**src/logic/sif_map.vh**
```
`ifndef SIF_MAP_VH
`define SIF_MAP_VH
// ==========================================================
// Register byte addresses (index times four)
`define SIF_IDX_PRIO        16'hff20
`define SIF_IDX_ENAB        16'hff23
`define SIF_IDX_FLAG        16'hff25
`define SIF_IDX_CTRL        16'hff49
`define SIF_IDX_MODE        16'hff48
`define SIF_IDX_DATA        16'hff4a
`define SIF_ADDR_W          18
`define SIF_ADDR_PRIO       18'h3fc80
`define SIF_ADDR_ENAB       18'h3fc8c
`define SIF_ADDR_FLAG       18'h3fc94
`define SIF_ADDR_CTRL       18'h3fd24
`define SIF_ADDR_MODE       18'h3fd20
`define SIF_ADDR_DATA       18'h3fd28
// ==========================================================
// Field positions
`define SIF_PRIO_LO         4
`define SIF_PRIO_HI         5
`define SIF_EV_TX           0
`define SIF_EV_RX           1
`define SIF_EV_ERR          2
`define SIF_CTL_TRANSMIT_ENABLE_BIT        0
`define SIF_CTL_TRANSMIT_TRIGGER       1
`define SIF_CTL_RECEIVE_ENABLE_BIT        2
`define SIF_CTL_RECEIVE_TRIGGER       3
`define SIF_CTL_OVR         4
`define SIF_CTL_PAR         5
`define SIF_CTL_FRM         6
`define SIF_MODE_ASYNC      2
`define SIF_MODE_PODD       5
`define SIF_MODE_PEN        6
// ==========================================================
// Reset values and response codes
`define SIF_RST_BYTE        8'h00
`define SIF_RESP_OKAY       2'b00
`define SIF_RESP_SLVERR     2'b10
`endif

```
**src/logic/sif_rx_flags.v**
```verilog
// Overview of operation
// RULE1: Async frame before receive trigger sets overrun
// RULE2: Async parity mismatch sets parity error flag
// RULE3: Async low stop bit sets framing error
// RULE4: Error flags clear on write one only; code also clears them while receive is disabled
// RULE5: Error flags zero at reset, receive disabled
// RULE6: Line high loads one into receive buffer
// RULE7: Receive buffer is not reset
// RULE8: Two-bit priority field selects level, resets zero
// RULE9: Enables at bits 0..2 gate three interrupts
// RULE10: Transmit done sets transmit event flag
// RULE11: Buffer load sets receive event flag
// RULE12: Any receive error sets error event flag
// RULE13: Event flags set regardless of enable, priority
// RULE14: Request when flag, enable, level above mask
// RULE15: Event flags clear on write one, reset zero
// RULE16: Error flag leads receive flag half bit
// RULE17: Timer clock: error leads by one underflow
// RULE18: Overrun leaves receive event flag unset
// RULE19: Mode changes only with both enables off
// RULE20: No retrigger while direction is busy; code holds off only the transmit trigger, with i_tx_idle
// RULE21: Clear enables before sleep, not mid-transfer
// RULE22: Synchronous mode is half duplex only
// RULE23: Read word, then write receive trigger
// RULE24: Parity enabled: top received bit is parity
// RULE25: Set wins over same-cycle clear
//
// The AXI4-Lite slave port was decided locally.
`include "sif_map.vh"
`default_nettype none
module sif_rx_flags (
    // Clock and reset
    input  wire        i_clk,
    input  wire        i_reset,
    // AXI4-Lite write address
    input  wire        i_awvalid,
    output reg         o_awready,
    input  wire [17:0] i_awaddr,
    // AXI4-Lite write data
    input  wire        i_wvalid,
    output reg         o_wready,
    input  wire [31:0] i_wdata,
    input  wire [3:0]  i_wstrb,
    // AXI4-Lite write response
    output reg         o_bvalid,
    input  wire        i_bready,
    output reg  [1:0]  o_bresp,
    // AXI4-Lite read
    input  wire        i_arvalid,
    output reg         o_arready,
    input  wire [17:0] i_araddr,
    output reg         o_rvalid,
    input  wire        i_rready,
    output reg  [31:0] o_rdata,
    output reg  [1:0]  o_rresp,
    // Receive and transmit datapath events
    input  wire [7:0]  i_rx_word,
    input  wire        i_rx_stop_bit,
    input  wire        i_rx_done,
    input  wire        i_rx_err_early,
    input  wire        i_tx_done,
    input  wire        i_tx_idle,
    input  wire        i_rx_idle,
    // CPU interrupt interface
    input  wire [1:0]  i_cpu_mask_level,
    output reg  [1:0]  o_irq_level,
    output reg         o_irq_req,
    // Control to the datapath
    output reg         o_transmit_enable_bit,
    output reg         o_receive_enable_bit,
    output reg         o_transmit_trigger,
    output reg         o_receive_trigger,
    output reg         o_async_mode,
    output reg         o_parity_enable_bit,
    output reg         o_parity_odd
);
    // ==========================================================
    // State
    reg [7:0]  prio_ff;
    reg [2:0]  enab_ff;
    reg [2:0]  event_ff;
    reg        ovr_ff;
    reg        par_ff;
    reg        frm_ff;
    reg        buf_full_ff;
    reg        err_seen_ff;
    reg [7:0]  mode_ff;
    reg [7:0]  rx_buf_ff;
    reg [17:0] aw_ff;
    reg [31:0] wd_ff;
    reg [3:0]  ws_ff;
    reg        aw_have_ff;
    reg        w_have_ff;

    wire async_on = mode_ff[`SIF_MODE_ASYNC];
    wire pen_on   = mode_ff[`SIF_MODE_PEN] & async_on;

    // Single bus write strobe once both halves arrive
    wire       wr_go  = aw_have_ff & w_have_ff & ~o_bvalid;
    wire       wr_ok  = wr_go & ws_ff[0];
    wire       b_done = o_bvalid & i_bready;
    wire [7:0] wb     = wd_ff[7:0];

    function hit;
        input [17:0] a;
        input [17:0] r;
        begin
            hit = (a == r);
        end
    endfunction

    // Any address outside the map answers with an error response
    function mapped;
        input [17:0] a;
        begin
            mapped = hit(a, `SIF_ADDR_PRIO) | hit(a, `SIF_ADDR_ENAB)
                     | hit(a, `SIF_ADDR_FLAG) | hit(a, `SIF_ADDR_CTRL)
                     | hit(a, `SIF_ADDR_MODE) | hit(a, `SIF_ADDR_DATA);
        end
    endfunction

    wire wr_prio = wr_ok & hit(aw_ff, `SIF_ADDR_PRIO);
    wire wr_enab = wr_ok & hit(aw_ff, `SIF_ADDR_ENAB);
    wire wr_flag = wr_ok & hit(aw_ff, `SIF_ADDR_FLAG);
    wire wr_ctrl = wr_ok & hit(aw_ff, `SIF_ADDR_CTRL);
    wire wr_mode = wr_ok & hit(aw_ff, `SIF_ADDR_MODE);

    // ==========================================================
    // Error detection; parity counts the whole word, top bit is parity
    wire rx_en      = o_receive_enable_bit;
    wire par_bad    = pen_on & ((^i_rx_word) != mode_ff[`SIF_MODE_PODD]); // see RULE2 RULE24
    wire frm_bad    = async_on & ~i_rx_stop_bit;                        // see RULE3
    wire ovr_bad    = async_on & buf_full_ff;                           // see RULE1
    wire pf_err     = i_rx_err_early & rx_en & (par_bad | frm_bad);     // see RULE16 RULE17
    wire ovr_ev     = i_rx_done & rx_en & ovr_bad;
    wire load_ev    = i_rx_done & rx_en & ~ovr_bad;                     // see RULE18
    wire pf_late    = i_rx_done & rx_en & (par_bad | frm_bad) & ~err_seen_ff;
    wire rx_trig_w  = wr_ctrl & wb[`SIF_CTL_RECEIVE_TRIGGER];

    // Write-one clears and the two late or early error sets
    wire ovr_clr    = wr_ctrl & wb[`SIF_CTL_OVR];
    wire par_clr    = wr_ctrl & wb[`SIF_CTL_PAR];
    wire frm_clr    = wr_ctrl & wb[`SIF_CTL_FRM];
    wire par_set    = (pf_err | pf_late) & par_bad;
    wire frm_set    = (pf_err | pf_late) & frm_bad;

    // ==========================================================
    // Error flags
    always @(posedge i_clk) begin
        if (i_reset || !rx_en) begin
            ovr_ff <= 1'b0; // see RULE5
            par_ff <= 1'b0;
            frm_ff <= 1'b0;
            err_seen_ff <= 1'b0;
        end else begin
            // Set wins over a same-cycle write of one
            ovr_ff <= ovr_ev | (ovr_ff & ~ovr_clr);   // see RULE4 RULE25
            par_ff <= par_set | (par_ff & ~par_clr);
            frm_ff <= frm_set | (frm_ff & ~frm_clr);
            if (i_rx_done)
                err_seen_ff <= 1'b0;
            else if (pf_err)
                err_seen_ff <= 1'b1;
        end
    end

    // ==========================================================
    // Receive buffer, full marker and triggers
    always @(posedge i_clk) begin
        if (load_ev)
            rx_buf_ff <= i_rx_word; // see RULE6 RULE7
    end

    always @(posedge i_clk) begin
        if (i_reset || !rx_en) begin
            buf_full_ff <= 1'b0;
        end else if (load_ev) begin
            buf_full_ff <= 1'b1;
        end else if (rx_trig_w) begin
            buf_full_ff <= 1'b0; // see RULE23
        end
    end

    // ==========================================================
    // Enable bits
    always @(posedge i_clk) begin
        if (i_reset) begin
            o_transmit_enable_bit <= 1'b0;
            o_receive_enable_bit  <= 1'b0;
        end else if (wr_ctrl) begin
            o_transmit_enable_bit <= wb[`SIF_CTL_TRANSMIT_ENABLE_BIT];
            o_receive_enable_bit  <= wb[`SIF_CTL_RECEIVE_ENABLE_BIT];
        end
    end

    // Trigger pulses last one cycle; busy status comes from the datapath
    always @(posedge i_clk) begin
        if (i_reset) begin
            o_transmit_trigger <= 1'b0;
            o_receive_trigger  <= 1'b0;
        end else begin
            o_transmit_trigger <= wr_ctrl & wb[`SIF_CTL_TRANSMIT_TRIGGER] & i_tx_idle; // see RULE20
            o_receive_trigger  <= rx_trig_w;
        end
    end

    // Mode accepted only while both directions disabled, so a frame
    // never sees its format change half way
    always @(posedge i_clk) begin
        if (i_reset) begin
            mode_ff <= `SIF_RST_BYTE;
        end else if (wr_mode && !o_transmit_enable_bit && !o_receive_enable_bit) begin
            mode_ff <= wb; // see RULE19
        end
    end

    // ==========================================================
    // Event flags, enables, priority
    wire [2:0] ev_set = {pf_err | ovr_ev | pf_late,
                         load_ev,
                         i_tx_done};                  // see RULE10 RULE11 RULE12 RULE13
    wire [2:0] ev_clr = wr_flag ? wb[2:0] : 3'b000;

    genvar g;
    generate
        for (g = 0; g < 3; g = g + 1) begin : g_ev
            always @(posedge i_clk) begin
                if (i_reset)
                    event_ff[g] <= 1'b0;
                else
                    event_ff[g] <= ev_set[g] | (event_ff[g] & ~ev_clr[g]); // see RULE15 RULE25
            end
        end
    endgenerate

    always @(posedge i_clk) begin
        if (i_reset) begin
            prio_ff <= `SIF_RST_BYTE; // see RULE8
            enab_ff <= 3'b000;        // see RULE9
        end else begin
            if (wr_prio)
                prio_ff <= wb;
            if (wr_enab)
                enab_ff <= wb[2:0];
        end
    end

    wire [1:0] lvl = prio_ff[`SIF_PRIO_HI:`SIF_PRIO_LO];

    always @(posedge i_clk) begin
        if (i_reset) begin
            o_irq_req   <= 1'b0;
            o_irq_level <= 2'b00;
        end else begin
            // Level zero never exceeds a mask, so it never requests
            o_irq_req   <= (|(event_ff & enab_ff)) && (lvl > i_cpu_mask_level); // see RULE14
            o_irq_level <= lvl;
        end
    end

    // ==========================================================
    // Mode levels to the datapath, one cycle behind the register
    always @(posedge i_clk) begin
        if (i_reset) begin
            o_async_mode        <= 1'b0;
            o_parity_enable_bit <= 1'b0;
            o_parity_odd        <= 1'b0;
        end else begin
            o_async_mode        <= async_on;
            o_parity_enable_bit <= pen_on;
            o_parity_odd        <= mode_ff[`SIF_MODE_PODD];
        end
    end

    // ==========================================================
    // AXI4-Lite write address
    always @(posedge i_clk) begin
        if (i_reset) begin
            o_awready  <= 1'b1;
            aw_have_ff <= 1'b0;
            aw_ff      <= 18'h00000;
        end else if (i_awvalid && o_awready) begin
            aw_ff      <= i_awaddr;
            aw_have_ff <= 1'b1;
            o_awready  <= 1'b0;
        end else if (b_done) begin
            // Reopen only after the response: one write at a time
            aw_have_ff <= 1'b0;
            o_awready  <= 1'b1;
        end
    end

    // ==========================================================
    // AXI4-Lite write data
    always @(posedge i_clk) begin
        if (i_reset) begin
            o_wready  <= 1'b1;
            w_have_ff <= 1'b0;
            wd_ff     <= 32'h00000000;
            ws_ff     <= 4'h0;
        end else if (i_wvalid && o_wready) begin
            wd_ff     <= i_wdata;
            ws_ff     <= i_wstrb;
            w_have_ff <= 1'b1;
            o_wready  <= 1'b0;
        end else if (b_done) begin
            w_have_ff <= 1'b0;
            o_wready  <= 1'b1;
        end
    end

    // ==========================================================
    // AXI4-Lite write response
    always @(posedge i_clk) begin
        if (i_reset) begin
            o_bvalid <= 1'b0;
            o_bresp  <= `SIF_RESP_OKAY;
        end else if (wr_go) begin
            o_bvalid <= 1'b1;
            o_bresp  <= mapped(aw_ff) ? `SIF_RESP_OKAY : `SIF_RESP_SLVERR;
        end else if (b_done) begin
            o_bvalid <= 1'b0;
        end
    end

    // ==========================================================
    // AXI4-Lite read channel
    reg [31:0] rd_val;
    reg        rd_hit;
    always @* begin
        rd_val = 32'h00000000;
        rd_hit = 1'b1;
        case (i_araddr)
            `SIF_ADDR_PRIO: rd_val[7:0] = prio_ff;
            `SIF_ADDR_ENAB: rd_val[2:0] = enab_ff;
            `SIF_ADDR_FLAG: rd_val[2:0] = event_ff;
            `SIF_ADDR_CTRL: rd_val[6:0] = {frm_ff, par_ff, ovr_ff, ~i_rx_idle,
                                           o_receive_enable_bit, ~i_tx_idle,
                                           o_transmit_enable_bit};
            `SIF_ADDR_MODE: rd_val[7:0] = mode_ff;
            `SIF_ADDR_DATA: rd_val[7:0] = rx_buf_ff;
            default:        rd_hit = 1'b0;
        endcase
    end

    always @(posedge i_clk) begin
        if (i_reset) begin
            o_arready <= 1'b1;
            o_rvalid  <= 1'b0;
            o_rdata   <= 32'h00000000;
            o_rresp   <= `SIF_RESP_OKAY;
        end else if (i_arvalid && o_arready) begin
            o_arready <= 1'b0;
            o_rvalid  <= 1'b1;
            o_rdata   <= rd_val;
            o_rresp   <= rd_hit ? `SIF_RESP_OKAY : `SIF_RESP_SLVERR;
        end else if (o_rvalid && i_rready) begin
            o_rvalid  <= 1'b0;
            o_arready <= 1'b1;
        end
    end
endmodule
`default_nettype wire

```
**config.mk**
```make
export PLATFORM = sky130hd
export DESIGN_NAME = sif_rx_flags
export DESIGN_NICKNAME = d
export VERILOG_FILES = /design/src/logic/sif_rx_flags.v
export VERILOG_INCLUDE_DIRS = /design/src /design/src/logic
export SDC_FILE = /design/constraint.sdc
export NUM_CORES = 1
export LEC_CHECK = 0
export BUFFER_PORTS_ARGS = -buffer_cell sky130_fd_sc_hd__buf_2
export CORE_ASPECT_RATIO = 0.7
export CORE_UTILIZATION = 35
export DETAILED_ROUTE_END_ITERATION = 8
export PLACE_DENSITY = 0.66
export SLEW_MARGIN = 20
export SYNTH_ARGS = -nofsm -noshare
export SYNTH_HDL_FRONTEND = slang
export SYNTH_SLANG_ARGS = --single-unit
```
**constraint.sdc**
```tcl
create_clock -name i_clk -period 1.7 [get_ports i_clk]
set_input_delay 0.085 -clock i_clk [delete_from_list [all_inputs] [get_ports i_clk]]
set_output_delay 0.085 -clock i_clk [all_outputs]
set_load 0.02 [all_outputs]
```
Yosys cells after proc, flatten, opt, wreduce, memory -nomap -nowiden
Index checks and enable logic that the tools add are counted.
{ "word_totals": {"register_bits": 91, "input_bits": 95, "out_inout_bits": 51} }
{ "op_classes": {"n_lt_le_gt_ge": 1, "eq_ne": 13, "n_mux": 20, "bitwise_logic": 62, "reduce_logical": 19} }
{ "ops": {"columns": ["operator", "n"], "rows": [
  ["== test 18 bit (second input constant)", 12],
  ["bitwise AND 1 bit", 34],
  ["one-hot mux 3 bit (6 select lines)", 1],
  ["one-hot mux 4 bit (4 select lines)", 1],
  ["bitwise OR 1 bit", 15],
  ["2-to-1 mux 1 bit", 14],
  ["inverter 1 bit", 12],
  ["nonzero test 2 bit", 5],
  ["XOR reduction 8 bit", 1],
  ["logical AND 1 bit", 7],
  ["OR reduction 6 bit", 1],
  ["2-to-1 mux 2 bit", 2],
  ["bitwise AND 3 bit", 1],
  ["2-to-1 mux 3 bit", 1],
  ["one-hot mux 1 bit (3 select lines)", 1],
  ["OR reduction 3 bit", 1],
  ["> comparator 2 bit", 1],
  ["zero test 1 bit", 2],
  ["OR reduction 2 bit", 1],
  ["logical OR 1 bit", 1],
  ["inequality test 1 bit", 1]
]} }

Logic depth before layout (Yosys ltp)
{ "logic_depth": {"ltp_word": 9, "mapped_depth": 6} }

Least setup slack after synthesis
No wires, ideal clock.
{ "synth_path": {"path_kind": "register to register", "start": "register aw_ff[0]", "end": "register mode_ff[0]", "setup_time_ps": 128, "t_arrival_ps": 1598, "required_time_ps": 1572, "path_slack_ps": -25, "stages_incl_launch_ff": 7, "n_path_buf": 1, "cell_sequence": "dfxtp_1 -> or4_4 -> nor3b_4 -> nand4b_1 -> buf_4 -> mux2i_1 -> nor2_1"} }
{ "synth_via": {"elab_chain_len": 4} }
{ "synth_rtl": {"columns": ["element", "line_no", "source"], "rows": [
  ["start: declaration", "sif_rx_flags.v:89", "reg [17:0] aw_ff;"],
  ["start signal: assignment", "sif_rx_flags.v:283", "aw_ff <= i_awaddr;"],
  ["== test 18 bit", "sif_rx_flags.v:108", "hit = (a == r);"],
  ["bitwise AND 1 bit", "sif_rx_flags.v:126", "wire wr_mode = wr_ok & hit(aw_ff, `SIF_ADDR_MODE);"],
  ["logical AND 1 bit (2 in a row)", "sif_rx_flags.v:212", "end else if (wr_mode && !o_transmit_enable_bit && !o_receive_enable_bit) begin"],
  ["end signal: assignment", "sif_rx_flags.v:211", "mode_ff <= `SIF_RST_BYTE;"],
  ["end signal: assignment", "sif_rx_flags.v:213", "mode_ff <= wb;"],
  ["end: declaration", "sif_rx_flags.v:87", "reg [7:0] mode_ff;"]
]} }
Every way passes these cells.
A chain may end at the register's enable or synchronous reset.

Worst setup path in the final report
{ "layout_path": {"start": "register aw_ff[9]", "end": "register o_receive_trigger"} }
{ "layout_via": {"elab_chain_len": 3} }
{ "layout_rtl": {"columns": ["element", "line_no", "source"], "rows": [
  ["== test 18 bit", "sif_rx_flags.v:108", null],
  ["bitwise AND 1 bit", "sif_rx_flags.v:125", "wire wr_ctrl = wr_ok & hit(aw_ff, `SIF_ADDR_CTRL);"],
  ["bitwise AND 1 bit", "sif_rx_flags.v:138", "wire rx_trig_w = wr_ctrl & wb[`SIF_CTL_RECEIVE_TRIGGER];"],
  ["end signal: assignment", "sif_rx_flags.v:203", "o_receive_trigger <= rx_trig_w;"],
  ["end: declaration", "sif_rx_flags.v:72", "output reg o_receive_trigger,"]
]} }
Every way passes these cells.

==> run_results.csv <==
group,metric,value,unit
die,start_util,35.9,%
route,vias,3547,
critical_path,cp_num_buf_inv,1,
timing,fin_ws,-0.126,ns
route,wl_per_cell,13.9,um
power_and_ir_drop,leakage,0.00230,uW
placed_design,dp_hpwl,7.53,mm
power_and_ir_drop,p_total,4800,uW
timing,rsz0062_at_grt,"true",
logic_synthesis,synth_most_common_cell,"dfxtp_1",
logic_synthesis,synth-edff-count,8,
flow_run,cap_violations,0,
critical_path,crit_required,1.96,ns
logic_synthesis,syn_area_per_cell,8.89,um2
timing,worst_slew_pin_slew,0.597,ns
grt,track_usage,18.0,%
critical_path,worstSetupPathType,"reg2reg",
route,drcViolationCount,0,
clocking,cts_tree,"done",
logic_synthesis,synth-async-reset-ratio,0,%
critical_path,rr_startpoint,"aw_ff[9]",
logic_synthesis,synth_top_flop_cell,"dfxtp_1",
final_layout,drive_above_1_share,24.7,%
grt,grt_pass1_vias,3356,
critical_path,crit_chain,"or4_4 -> nor3b_4 -> buf_4 -> nand4_1 -> nor3b_2",
logic_synthesis,synth-compound-area-share,13.9,%
critical_path,r2r_slack,-0.13,ns
status,status,"finished, violations left",
timing,fin_skew,0.0132,ns
timing,holdWs,0.0162,ns
route,vias_per_cell,4.80,
critical_path,cp-end-kind,"flip-flop",
timing,setup_viol,27,
critical_path,crit_path_start,"aw_ff[9]",
critical_path,slowest_stage,"or4_4",
clocking,htreeDepth,3,
critical_path,cp_slowest_stage_delay,0.55,ns
grt,antenna_found_initial,0,
clocking,clk_pin_slew,0.06,ns
logic_synthesis,synth_top_family_by_area,"simple AND/OR/NAND/NOR gates",
placed_design,io_buffers,92,
grt,gr-total-overflow,0,
die,num_rows,32,
power_and_ir_drop,p_per_area,904,mW/mm2
route,ant_nets,0,
critical_path,crit_fanout,4,
placed_design,gp_congestion,0.847,
final_layout,area_growth,34.5,%
timing,finalMaxSlewViolations,0,
clocking,clock-sinks,89,
critical_path,cp.arrival,2.08,ns
clocking,numCtsBuffers,9,
placed_design,placed_area,0.00458,mm2
timing,max_freq,0.548,GHz
critical_path,r2r_cells,5,
final_layout,fin_util,48.2,%
die,die_w,129,um
logic_synthesis,synthTopCellsByArea,"dfxtp_1 41%, nand2_1 7.1%, a21oi_1 6.6%",
final_layout,stdcell_area,0.00531,mm2
critical_path,critPathTopFamily,"simple AND/OR/NAND/NOR gates",
logic_synthesis,synth_common_cells,"81 x dfxtp_1, 75 x nand2_1, 52 x a21oi_1",
power_and_ir_drop,max-vdd-ir-drop,0.000691,V
critical_path,r2r-end,"o_receive_trigger",
logic_synthesis,synth_xor_area_share,1.90,%
logic_synthesis,synth_top_area_share,41.1,%
logic_synthesis,ys_warn_count,0,
logic_synthesis,synth_adder_area_share,0.634,%
grt,grt_max_degree,49,
timing,period_share,107,%
logic_synthesis,ys_seq_elements,89,
final_layout,seq_area,0.00186,mm2
timing,hold_viol_final,0,
die,core_area,0.0110,mm2
grt,grt_pass1_wl,16.1,mm
logic_synthesis,synth_mux_area_share,7.16,%
route,drt_iter0_drc,235,
clocking,cts_root_buffer,"clkbuf_16",
logic_synthesis,seq_area_frac_synth,47.2,%
final_layout,fill_cells,1084,
die,die_area,0.0117,mm2
critical_path,crit_cells,5,
critical_path,cp-endpoint,"o_receive_trigger",
final_layout,num-nets-final,679,
status,violations,"negative setup slack",
logic_synthesis,synth_cells,444,
final_layout,multi_input_area,0.00195,mm2
timing,slew_headroom,60.1,%
logic_synthesis,syn-cell-area,0.00395,mm2
final_layout,antennaDiodeCount,0,
clocking,clockBufferDepth,2,
logic_synthesis,synth_simple_gate_area_share,21.6,%
critical_path,cp-start-kind,"flip-flop",
min_path,min_path_type,"in2reg",
route,drt_pass1_iterations,4,
timing,min_period,1.83,ns
logic_synthesis,yosysTopAreaCell,"dfxtp_1",
die,die_h,90.9,um
die,boundaryPins,146,
clocking,worstSkewPairLatency,0.34,ns
route,wl,10.3,mm
logic_synthesis,ys_types,52,
tightest hold or removal path, stage by stage:
cell     delay (ns)
buf_2          0.10
nand2_1        0.06
a21oi_1        0.05
repair_timing:
| action | in CTS | in global routing |
|---|---|---|
| hold endpoints to repair | 33 | 0 |
| pin swaps | 7 | 10 |
| resized for setup | 13 | 6 |
| hold buffers | 33 | 0 |
| setup endpoints to repair | 28 | 31 |
| cloned | 0 | 0 |
| buffers inserted | 2 | 0 |
power by group:
group	internal (uW)	switching, uW
clock network	1270	754
logic	241	303
registers	2180	50.8
routing by layer:
metal | share of wire, % | track usage [%] | wire [um]
met1 | 48 | 24.3 | 4990
met2 | 45 | 27.5 | 4630
met3 | 6.1 | 5.69 | 625
met4 | 0.59 | 4.80 | 61
met5 | 0 | 0 | 0
registers in the layout, summed over array words and instances (netlist names), 2 cells and up:
signal and count:
o_irq_level 2, event_ff 3, rx_buf_ff 8, prio_ff 8, wd_ff 8, mode_ff 8
o_rdata 8, enab_ff 3, aw_ff 18
layout make-up:
class | count | area share [%]
Tap cell | 153 | 3.61
Timing Repair Buffer | 146 | 18.3
Inverter | 7 | 0.495
Sequential cell | 89 | 35.1
Clock inverter | 4 | 1.32
Multi-Input combinational cell | 329 | 36.8
Clock buffer | 11 | 4.38
cell usage in the layout, fill, tap and decap left out, drive strengths merged, types with 8 or more instances in the layout:
cell	count
a21oi	52
a22o	9
buf	113
clkbuf	11
conb	26
dfxtp	81
dlygate4sd3	33
edfxtp	8
mux2i	26
nand2	75
nand4	10
nor2	43
o21ai	12
metrics by stage:
stage	instances	setup slack, ns	TNS [ns]
2_1_floorplan	469	-0.0222	-0.178
3_3_place_gp	689	-0.0904	-1.23
3_5_place_dp	689	-0.183	-2.46
4_1_cts	739	-0.119	-1.61
5_1_grt	739	-0.180	-3.19
6_report	739	-0.126	-1.28
logic make-up (layout without fill, tap and decap cells):
| kind of cell | after synthesis | in the layout |
|---|---|---|
| other cells | 1 | 26 |
| mux | 28 | 28 |
| fa+ha+maj | 2 | 2 |
| xor+xnor | 7 | 7 |
| compound gates | 93 | 93 |
| buf+inv | 51 | 168 |
| simple gates | 173 | 173 |
| flops | 89 | 89 |
worst min path at each step:
stage	startpoint	endpoint	slack [ns]	cells after the start
after global routing	i_awaddr[0]	aw_ff[0]	0.002	3
after floorplan	i_rx_word[0]	rx_buf_ff[0]	0.18	0
after detailed placement	i_rx_word[0]	rx_buf_ff[0]	0.29	1
after global placement	i_rx_word[0]	rx_buf_ff[0]	0.29	1
final	i_awaddr[0]	aw_ff[0]	0.02	3
after CTS	i_awaddr[0]	aw_ff[0]	0.0004	3
Note: power is estimated with default switching activity, not from simulation.
